--- src/hdl/spisbd_pkg.sv ---
package spisbd_pkg;
    // register word offsets (byte addresses on a 32-bit bus)
    localparam logic [3:0] CTRL_OFFSET = 4'h0;
    localparam logic [3:0] STAT_OFFSET = 4'h4;
    localparam logic [3:0] DATA_OFFSET = 4'h8;
    // control register field positions
    localparam int CTRL_RX_IE = 7;
    localparam int CTRL_DMA_SEL = 5;
    localparam int CTRL_MASTER = 4;
    localparam int CTRL_CPOL = 3;
    localparam int CTRL_CPHA = 2;
    localparam int CTRL_ENABLE = 1;
    localparam int CTRL_TX_IE = 0;
    localparam logic [7:0] CTRL_RESET = 8'h14;
    localparam logic [7:0] CTRL_MASK = 8'hbf;
    // status/control register field positions
    localparam int STAT_RX_FULL = 7;
    localparam int STAT_ERR_IE = 6;
    localparam int STAT_OVERFLOW = 5;
    localparam int STAT_MODE_FAULT = 4;
    localparam int STAT_TX_EMPTY = 3;
    localparam int STAT_MF_EN = 2;
    localparam int STAT_BAUD_HI = 1;
    localparam int STAT_BAUD_LO = 0;
    localparam logic [7:0] STAT_WMASK = 8'h47;
    localparam logic [7:0] STAT_RESET = 8'h08;
    // half-period of the serial clock is the baud divisor in clk cycles
    localparam logic [7:0] BAUD_DIV_00 = 8'h02;
    localparam logic [7:0] BAUD_DIV_01 = 8'h08;
    localparam logic [7:0] BAUD_DIV_10 = 8'h20;
    localparam logic [7:0] BAUD_DIV_11 = 8'h80;
    localparam int BYTE_BITS = 8;
endpackage : spisbd_pkg

--- src/hdl/spisbd_core.sv ---
// Our own choices: the address map and register access over Wishbone.
`timescale 1ns/100ps
// Summary of operation
// - byte moving to receive register sets rx_full_flag; request if enabled.
// - dma_select 0: rx_full clears on status read seeing it, then data read.
// - dma_select 1: any data register read clears rx_full_flag.
// - reset sets tx_empty, clears other flags, error enable and baud bits.
// - overflow and mode fault interrupt only while error_irq_enable is 1.
// - byte arriving while receive register full sets overflow; new byte lost.
// - overflow clears on status read seeing it, then data read.
// - slave with fault detection: select rising mid-transfer sets mode fault.
// - master with fault detection: select low sets mode fault.
// - mode fault clears on status read seeing it, then control write.
// - tx handoff to shifter sets tx_empty_flag; request if enabled.
// - data register write clears tx_empty_flag, from CPU or DMA.
// - mode fault sets only with enable; clearing enable keeps flag.
// - master without fault enable ignores select and frees the pin.
// - slave always uses select; enable low only suppresses mode fault.
// - master baud select picks divisor 2, 8, 32 or 128; none in slave.
// - serial clock equals base clock over twice the divisor.
// - data writes go to transmit register, reads from receive register.
// - deselected slave floats its output and ignores serial clock edges.
// - dma_select routes rx/tx events to DMA requests instead of CPU.
module spisbd_core (
    input wire logic clk_i,
    input wire logic rst_i,
    input wire logic cyc_i,
    input wire logic stb_i,
    input wire logic we_i,
    input wire logic [3:0] adr_i,
    input wire logic [3:0] sel_i,
    input wire logic [31:0] dat_i,
    output logic [31:0] dat_o,
    output logic ack_o,
    input wire logic dma_rd_i,
    input wire logic dma_wr_i,
    input wire logic [7:0] dma_dat_i,
    output logic dma_rx_req_o,
    output logic dma_tx_req_o,
    output logic rx_irq_o,
    output logic tx_irq_o,
    output logic err_irq_o,
    input wire logic sck_i,
    output logic sck_o,
    output logic sck_oe_o,
    input wire logic mosi_i,
    output logic mosi_o,
    output logic mosi_oe_o,
    input wire logic miso_i,
    output logic miso_o,
    output logic miso_oe_o,
    input wire logic ss_n_i,
    output logic ss_dedicated_o
);
    typedef enum logic [1:0] {
        ST_IDLE = 2'b00,
        ST_SHIFT = 2'b01,
        ST_DONE = 2'b11
    } spisbd_state_e;

    typedef struct packed {
        spisbd_state_e st;
        logic [7:0] ctrl;
        logic [7:0] stat;
        logic [7:0] tx_data;
        logic [7:0] rx_data;
        logic [7:0] shift;
        logic [3:0] bit_cnt;
        logic phase;
        logic sample;
        logic sck;
        logic mosi;
        logic sck_prev;
        logic ss_prev;
        logic [2:0] seen;
        logic ack;
        logic [31:0] rdata;
    } spisbd_core_s;
    spisbd_core_s state_reg;
    spisbd_core_s state_next;

    logic [2:0] pin_sync;
    logic sck_s;
    logic miso_s;
    logic mosi_s;
    logic ss_n_s;
    logic tick;
    logic master;
    logic enabled;
    logic mf_en;
    logic dma_sel;
    logic req;

    //////////////////////////////////////////////////////////////////////
    // pins pass two flops; select level passes its own two-flop synchroniser
    spisbd_sync #(
        .WIDTH(3)
    ) u_sync (
        .clk_i(clk_i),
        .rst_i(rst_i),
        .async_i({sck_i, mosi_i, miso_i}),
        .sync_o(pin_sync)
    );
    spisbd_sync #(
        .WIDTH(1)
    ) u_sync_ss (
        .clk_i(clk_i),
        .rst_i(rst_i),
        .async_i(ss_n_i),
        .sync_o(ss_n_s)
    );
    assign sck_s = pin_sync[2];
    assign mosi_s = pin_sync[1];
    assign miso_s = pin_sync[0];

    assign master = state_reg.ctrl[spisbd_pkg::CTRL_MASTER];
    assign enabled = state_reg.ctrl[spisbd_pkg::CTRL_ENABLE];
    assign dma_sel = state_reg.ctrl[spisbd_pkg::CTRL_DMA_SEL];
    assign mf_en = state_reg.stat[spisbd_pkg::STAT_MF_EN];

    spisbd_baud u_baud (
        .clk_i(clk_i),
        .rst_i(rst_i),
        .run_i(enabled && master && state_reg.st == ST_SHIFT),
        .baud_select_i(state_reg.stat[1:0]),
        .tick_o(tick)
    );

    assign req = cyc_i && stb_i && !state_reg.ack;

    function automatic logic [7:0] lane_merge(input logic [7:0] old,
        input logic [3:0] sel, input logic [31:0] dat);
        lane_merge = sel[0] ? dat[7:0] : old;
    endfunction : lane_merge

    //////////////////////////////////////////////////////////////////////
    always_comb begin
        logic cpu_rd_data;
        logic cpu_wr_data;
        logic rd_data;
        logic wr_data;
        logic rx_done;
        logic tx_load;
        logic mf_set;
        logic sck_edge;
        logic active;
        logic [7:0] in_byte;
        logic in_bit;
        state_next = state_reg;
        cpu_rd_data = 1'b0;
        cpu_wr_data = 1'b0;
        rx_done = 1'b0;
        tx_load = 1'b0;
        mf_set = 1'b0;
        in_byte = 8'h00;
        in_bit = master ? miso_s : mosi_s;
        rd_data = 1'b0;
        wr_data = 1'b0;
        active = enabled && (master || !ss_n_s);
        sck_edge = master ? tick : (sck_s != state_reg.sck_prev);
        state_next.ack = req;
        state_next.sck_prev = sck_s;
        state_next.ss_prev = ss_n_s;

        // bus slave: one wait state, ack in the cycle after the strobe
        if (req) begin
            state_next.rdata = 32'h0000_0000;
            if (adr_i == spisbd_pkg::CTRL_OFFSET) begin
                state_next.rdata[7:0] = state_reg.ctrl;
                if (we_i && sel_i[0]) begin
                    state_next.ctrl = dat_i[7:0] & spisbd_pkg::CTRL_MASK;
                    if (state_reg.seen[1]) begin
                        state_next.stat[spisbd_pkg::STAT_MODE_FAULT] = 1'b0;
                    end
                    state_next.seen[1] = 1'b0;
                end
            end else if (adr_i == spisbd_pkg::STAT_OFFSET) begin
                state_next.rdata[7:0] = state_reg.stat;
                if (we_i) begin
                    state_next.stat = (state_reg.stat & ~spisbd_pkg::STAT_WMASK)
                        | (lane_merge(state_reg.stat, sel_i, dat_i)
                        & spisbd_pkg::STAT_WMASK);
                end else begin
                    // remember which flags this read saw set
                    state_next.seen = {state_reg.stat[spisbd_pkg::STAT_RX_FULL],
                        state_reg.stat[spisbd_pkg::STAT_MODE_FAULT],
                        state_reg.stat[spisbd_pkg::STAT_OVERFLOW]};
                end
            end else if (adr_i == spisbd_pkg::DATA_OFFSET) begin
                state_next.rdata[7:0] = state_reg.rx_data;
                cpu_rd_data = !we_i;
                cpu_wr_data = we_i && sel_i[0];
            end
        end
        rd_data = cpu_rd_data || dma_rd_i;
        wr_data = cpu_wr_data || dma_wr_i;

        if (rd_data) begin
            if (dma_sel || state_reg.seen[2]) begin
                state_next.stat[spisbd_pkg::STAT_RX_FULL] = 1'b0;
            end
            if (state_reg.seen[0]) begin
                state_next.stat[spisbd_pkg::STAT_OVERFLOW] = 1'b0;
            end
            state_next.seen[2] = 1'b0;
            state_next.seen[0] = 1'b0;
        end
        if (wr_data) begin
            state_next.tx_data = cpu_wr_data ? dat_i[7:0] : dma_dat_i;
            state_next.stat[spisbd_pkg::STAT_TX_EMPTY] = 1'b0;
        end

        //////////////////////////////////////////////////////////////////
        // shift engine; slave edges count only while selected
        case (state_reg.st)
            ST_IDLE: begin
                state_next.bit_cnt = 4'h0;
                state_next.phase = 1'b0;
                state_next.sck = state_reg.ctrl[spisbd_pkg::CTRL_CPOL];
                if (active && !state_reg.stat[spisbd_pkg::STAT_TX_EMPTY]) begin
                    state_next.shift = state_reg.tx_data;
                    state_next.mosi = state_reg.tx_data[7];
                    tx_load = 1'b1;
                    state_next.st = ST_SHIFT;
                end else if (active && !master && sck_edge) begin
                    state_next.shift = 8'h00;
                    state_next.phase = 1'b1; // that edge was the leading one
                    state_next.st = ST_SHIFT;
                end
            end
            ST_SHIFT: begin
                state_next.sample = 1'b0;
                if (state_reg.sample) begin
                    // synchronised data lags the pin, so take it a cycle late
                    state_next.shift = {state_reg.shift[6:0], in_bit};
                    if (state_reg.bit_cnt == 4'(spisbd_pkg::BYTE_BITS)) begin
                        state_next.st = ST_DONE;
                    end
                end
                if (!active) begin
                    state_next.st = ST_IDLE;
                end else if (sck_edge) begin
                    state_next.phase = !state_reg.phase;
                    if (master) begin
                        state_next.sck = !state_reg.sck;
                    end
                    if (state_reg.phase) begin
                        state_next.bit_cnt = state_reg.bit_cnt + 4'h1;
                        state_next.sample = 1'b1;
                    end else begin
                        state_next.mosi = state_reg.shift[7];
                    end
                end
            end
            default: begin
                in_byte = state_reg.shift;
                rx_done = 1'b1;
                state_next.st = ST_IDLE;
            end
        endcase

        if (tx_load) begin
            state_next.stat[spisbd_pkg::STAT_TX_EMPTY] = 1'b1;
        end
        if (rx_done) begin
            if (state_reg.stat[spisbd_pkg::STAT_RX_FULL]
                && !state_next.stat[spisbd_pkg::STAT_RX_FULL] == 1'b0) begin
                state_next.stat[spisbd_pkg::STAT_OVERFLOW] = 1'b1;
            end else begin
                state_next.rx_data = in_byte;
                state_next.stat[spisbd_pkg::STAT_RX_FULL] = 1'b1;
            end
        end

        // mode fault detection, set wins over the clear above
        if (enabled && master) begin
            mf_set = !ss_n_s;
        end else if (enabled) begin
            mf_set = ss_n_s && !state_reg.ss_prev && state_reg.st != ST_IDLE;
        end
        if (mf_set && mf_en) begin
            state_next.stat[spisbd_pkg::STAT_MODE_FAULT] = 1'b1;
        end

        if (!enabled) begin
            state_next.st = ST_IDLE;
        end
    end

    always_ff @(posedge clk_i) begin
        if (rst_i) begin
            state_reg <= '0;
            state_reg.ctrl <= spisbd_pkg::CTRL_RESET;
            state_reg.stat <= spisbd_pkg::STAT_RESET;
            state_reg.sck_prev <= 1'b1;
            state_reg.ss_prev <= 1'b1;
        end else begin
            state_reg <= state_next;
        end
    end

    //////////////////////////////////////////////////////////////////////
    assign dat_o = state_reg.rdata;
    assign ack_o = state_reg.ack;
    assign rx_irq_o = state_reg.stat[spisbd_pkg::STAT_RX_FULL]
        && state_reg.ctrl[spisbd_pkg::CTRL_RX_IE] && !dma_sel;
    assign tx_irq_o = state_reg.stat[spisbd_pkg::STAT_TX_EMPTY]
        && state_reg.ctrl[spisbd_pkg::CTRL_TX_IE] && !dma_sel;
    assign dma_rx_req_o = state_reg.stat[spisbd_pkg::STAT_RX_FULL]
        && state_reg.ctrl[spisbd_pkg::CTRL_RX_IE] && dma_sel;
    assign dma_tx_req_o = state_reg.stat[spisbd_pkg::STAT_TX_EMPTY]
        && state_reg.ctrl[spisbd_pkg::CTRL_TX_IE] && dma_sel;
    assign err_irq_o = state_reg.stat[spisbd_pkg::STAT_ERR_IE]
        && (state_reg.stat[spisbd_pkg::STAT_OVERFLOW]
        || state_reg.stat[spisbd_pkg::STAT_MODE_FAULT]);
    assign sck_o = state_reg.sck;
    assign sck_oe_o = enabled && master;
    assign mosi_o = state_reg.mosi;
    assign mosi_oe_o = enabled && master;
    assign miso_o = state_reg.mosi;
    assign miso_oe_o = enabled && !master && !ss_n_s;
    // a master without fault detection hands the select pin back
    assign ss_dedicated_o = enabled && (!master || mf_en);

    //////////////////////////////////////////////////////////////////////
    logic rd_evt;
    assign rd_evt = dma_rd_i || (req && !we_i
        && adr_i == spisbd_pkg::DATA_OFFSET);
endmodule : spisbd_core

--- src/hdl/spisbd_baud.sv ---
`timescale 1ns/100ps
module spisbd_baud (
    input wire logic clk_i,
    input wire logic rst_i,
    input wire logic run_i,
    input wire logic [1:0] baud_select_i,
    output logic tick_o
);
    typedef struct packed {
        logic [7:0] cnt;
        logic tick;
    } spisbd_baud_s;
    spisbd_baud_s state_reg;
    spisbd_baud_s state_next;

    function automatic logic [7:0] baud_divisor(input logic [1:0] sel);
        case (sel)
            2'h0: baud_divisor = spisbd_pkg::BAUD_DIV_00;
            2'h1: baud_divisor = spisbd_pkg::BAUD_DIV_01;
            2'h2: baud_divisor = spisbd_pkg::BAUD_DIV_10;
            default: baud_divisor = spisbd_pkg::BAUD_DIV_11;
        endcase
    endfunction : baud_divisor

    // one tick per half serial-clock period: rate = clk / (2 * divisor)
    always_comb begin
        state_next = state_reg;
        state_next.tick = 1'b0;
        if (!run_i) begin
            state_next.cnt = 8'h00;
        end else if (state_reg.cnt >= baud_divisor(baud_select_i) - 8'h01) begin
            state_next.cnt = 8'h00;
            state_next.tick = 1'b1;
        end else begin
            state_next.cnt = state_reg.cnt + 8'h01;
        end
    end

    always_ff @(posedge clk_i) begin
        if (rst_i) begin
            state_reg <= '0;
        end else begin
            state_reg <= state_next;
        end
    end

    assign tick_o = state_reg.tick;
endmodule : spisbd_baud

--- src/hdl/spisbd_sync.sv ---
`timescale 1ns/100ps
module spisbd_sync #(
    parameter int WIDTH = 3
) (
    input wire logic clk_i,
    input wire logic rst_i,
    input wire logic [WIDTH-1:0] async_i,
    output logic [WIDTH-1:0] sync_o
);
    typedef struct packed {
        logic [WIDTH-1:0] first;
        logic [WIDTH-1:0] second;
    } spisbd_sync_s;
    spisbd_sync_s state_reg;
    spisbd_sync_s state_next;

    if (WIDTH < 1) begin : g_width_check
        $error("spisbd_sync width must be positive");
    end

    always_comb begin
        state_next.first = async_i;
        state_next.second = state_reg.first;
    end

    // pins idle high so the synchroniser resets to ones
    always_ff @(posedge clk_i) begin
        if (rst_i) begin
            state_reg <= '1;
        end else begin
            state_reg <= state_next;
        end
    end

    assign sync_o = state_reg.second;
endmodule : spisbd_sync

--- config.mk ---
export PLATFORM = sky130hd
export DESIGN_NAME = spisbd_core
export DESIGN_NICKNAME = d
export VERILOG_FILES = /design/src/hdl/spisbd_pkg.sv /design/src/hdl/spisbd_core.sv /design/src/hdl/spisbd_baud.sv /design/src/hdl/spisbd_sync.sv
export SDC_FILE = /design/constraint.sdc
export NUM_CORES = 1
export LEC_CHECK = 0
export ABC_AREA = 0
export BUFFER_PORTS_ARGS = -buffer_cell sky130_fd_sc_hd__buf_2
export CAP_MARGIN = 25
export CELL_PAD_IN_SITES_DETAIL_PLACEMENT = 0
export CELL_PAD_IN_SITES_GLOBAL_PLACEMENT = 1
export CORE_AREA = 2 2 102 123
export CTS_CLUSTER_DIAMETER = 40
export CTS_CLUSTER_SIZE = 40
export DETAILED_ROUTE_END_ITERATION = 10
export DIE_AREA = 0 0 104 125
export GPL_TIMING_DRIVEN = 0
export HOLD_SLACK_MARGIN = 0.03
export PLACE_DENSITY = 0.73
export SETUP_SLACK_MARGIN = 0.5
export SLEW_MARGIN = 20
export SYNTH_ARGS = -nofsm -noshare
export SYNTH_HDL_FRONTEND = slang
export SYNTH_SLANG_ARGS = --single-unit
--- constraint.sdc ---
create_clock -name clk_i -period 5.7 [get_ports clk_i]
set_input_delay 0.285 -clock clk_i [delete_from_list [all_inputs] [get_ports clk_i]]
set_output_delay 0.285 -clock clk_i [all_outputs]
set_load 0.01 [all_outputs]
==> reports/results.txt <==
remaining antenna violation count = 0
initial antenna violation count = 0
synth warn = 0
CTS buffer count = 9
post-synthesis sequential area ratio = 0.397
Final Cycle Share = 0.356
FILL cells = 1249
total wire length = 10300 um
vias in the first global route = 3245
top post-synthesis cells by area = dfxtp_1, mux2i_1, buf_4
commonest cells after routing, fill and taps aside = dfxtp_1, buf_2, nand2_1
Iteration-0 DRC Markers = 209
Reg2Reg Setup Slack = 3670 ps
Clock Sink Count = 80
slew margin rel. = 0.508
crit end category = flip-flop
fmax = 493 MHz
1st-pass router iterations = 4
WHS = 130 ps
total power = 1.18 mW
syn_area_per_cell = 8.98 sq um
vias post-DR = 3408
max reg flops = 48
Leak = 2.08 nW
IO Count = 104
Post-synth ARST share = 0
diode count = 0
crit path launch type = flip-flop
Yosys cell types = 58
RR Startpoint = state_reg[71]
CP max FO = 8
final setup violating endpoints = 0
ratio of total power to cell area = 243 nW/um^2
total negative setup slack = 0 ps
critical path class = reg2reg
Die Height = 125 um
Root Buffer = clkbuf_16
VDD IR max = 0.119 mV
# rows = 44
area share of the largest cell type after synthesis = 0.397
buffers added on ports = 50
HP Start = ss_n_i
Final HPWL DP = 7850 um
ys flop type = dfxtp_1
first-pass GRT wire length = 16500 um
R2R Path End = u_baud.state_reg[4]
Initial Util = 0.340
Final Critical Period = 2030 ps
EDFF count, synth = 0
most common cell after layout, fill and taps aside = dfxtp_1
Max clock buf depth = 2
largest area contributor in the netlist = dfxtp_1
Core Region = 11900 sq um
Clock Latency Late Sink = 340 ps
Post-CTS Resized = 0
status = finished clean
RSZ-0062 raised after global routing = no
Worst Skew = 11.5 ps
Syn Inst Count = 450
DR DRC count = 0
reg2reg path depth = 6
placed insts = 684
Vias/cell = 4.86
WP data arrival = 2310 ps
Slew Limit Fails = 0
Seq cells post-synth = 80
layout cells sized above 1 = 0.235
CP required = 5980 ps
RD Place Congestion = 0.865
largest net degree at the start of global routing = 14
final cell count without fillers = 701
die width = 104 um
synthesized cell area = 4040 sq um
post-DR wirelength/cell = 14.7 um
Final #Nets = 605
hold depth = 2
total grt overflow = 0
# Post-CTS Setup Buffers = 0
Final Hold Fails = 0
die area = 13000 sq um
area grow syn2layout = 20.3%
# hold bufs at CTS = 0
min-delay worst type = in2reg
WHS Endpoint = u_sync_ss.state_next[0]
worst-margin pin slew = 738 ps
CTS tree = built
Total GRT Usage = 0.161
max-cap check violation count = 0
H-tree depth = 3
Reg clk slew, reported paths = 60 ps
==> cells in the mapped netlist (9+ instances only) <==
library cell and instances:
dfxtp_1 80, a22o_1 15, or2_2 10, a21o_1 9
clkbuf_1 19, nand2_1 45, buf_4 36, a21oi_1 16
ha_1 10, inv_1 12, nor2_1 39, mux2i_1 30
nand3_1 10, o311a_1 9, and3_1 9, nand2b_1 11
==> metal layers <==
layer | routed length, um | share of wire | global-route usage
met5 | 0 | 0 | 0
met4 | 197 | 0.019 | 0.0612
met3 | 518 | 0.050 | 0.0433
met2 | 4830 | 0.47 | 0.266
met1 | 4750 | 0.46 | 0.201
==> worst max-delay path, stage by stage, from the launching register on <==
cell and delay, ps:
dfxtp_1 450, nand2_1 90, ha_1 290, and3_1 210
a221o_1 360, a311o_1 440, nor2_1 130
==> final cells by class <==
cell class	count	area, sq um	share of cell area
Sequential cell	80	1600	0.330
Multi-Input combinational cell	319	2090	0.431
Timing Repair Buffer	52	260	0.0536
Tap cell	161	201	0.0415
Inverter	13	48.8	0.0100
Clock inverter	5	31.3	0.00644
Clock buffer	10	239	0.0492
Buffer	61	383	0.0788
==> cell families (layout without fill, tap and decap cells) <==
kind of cell,after synthesis,after routing,share of synthesized area
adders and majority gates,10,10,0.0310
xor gates and xnor gates,7,7,0.0152
other,2,25,0.00186
buffers and inverters,74,141,0.107
and+or+nand+nor,151,151,0.183
DFF,80,80,0.397
AOI/OAI and AO/OA,96,96,0.191
muxes,30,30,0.0743
==> where the power goes <==
part	internal, mW	switching, mW
logic	0.0334	0.0442
registers	0.567	0.00454
clock network	0.304	0.230
total	0.904	0.279
==> worst max-delay path by stage <==
| stage | startpoint | end | slack, ps | cells past startpoint |
|---|---|---|---|---|
| finish | state_reg[71] | u_baud.state_reg[4] | 3670 | 6 |
| floorplan | state_reg[71] | u_baud.state_reg[3] | 3880 | 6 |
| detailed placement | adr_i[1] | state_reg[63] | 3410 | 6 |
| global placement | adr_i[1] | state_reg[69] | 3410 | 7 |
| global route | state_reg[71] | u_baud.state_reg[5] | 3540 | 6 |
| CTS | master | state_reg[52] | 3660 | 5 |
==> metrics by stage <==
stage / worst slack, ps / utilization / cell area (sq um)
global placement: 3410 / 0.385 / 4580
floorplan: 3880 / - / 4130
detailed placement: 3410 / 0.385 / 4580
global route: 3540 / 0.408 / 4860
CTS: 3660 / 0.408 / 4850
finish: 3670 / 0.408 / 4860
Note: power is estimated with default switching activity, not from simulation.
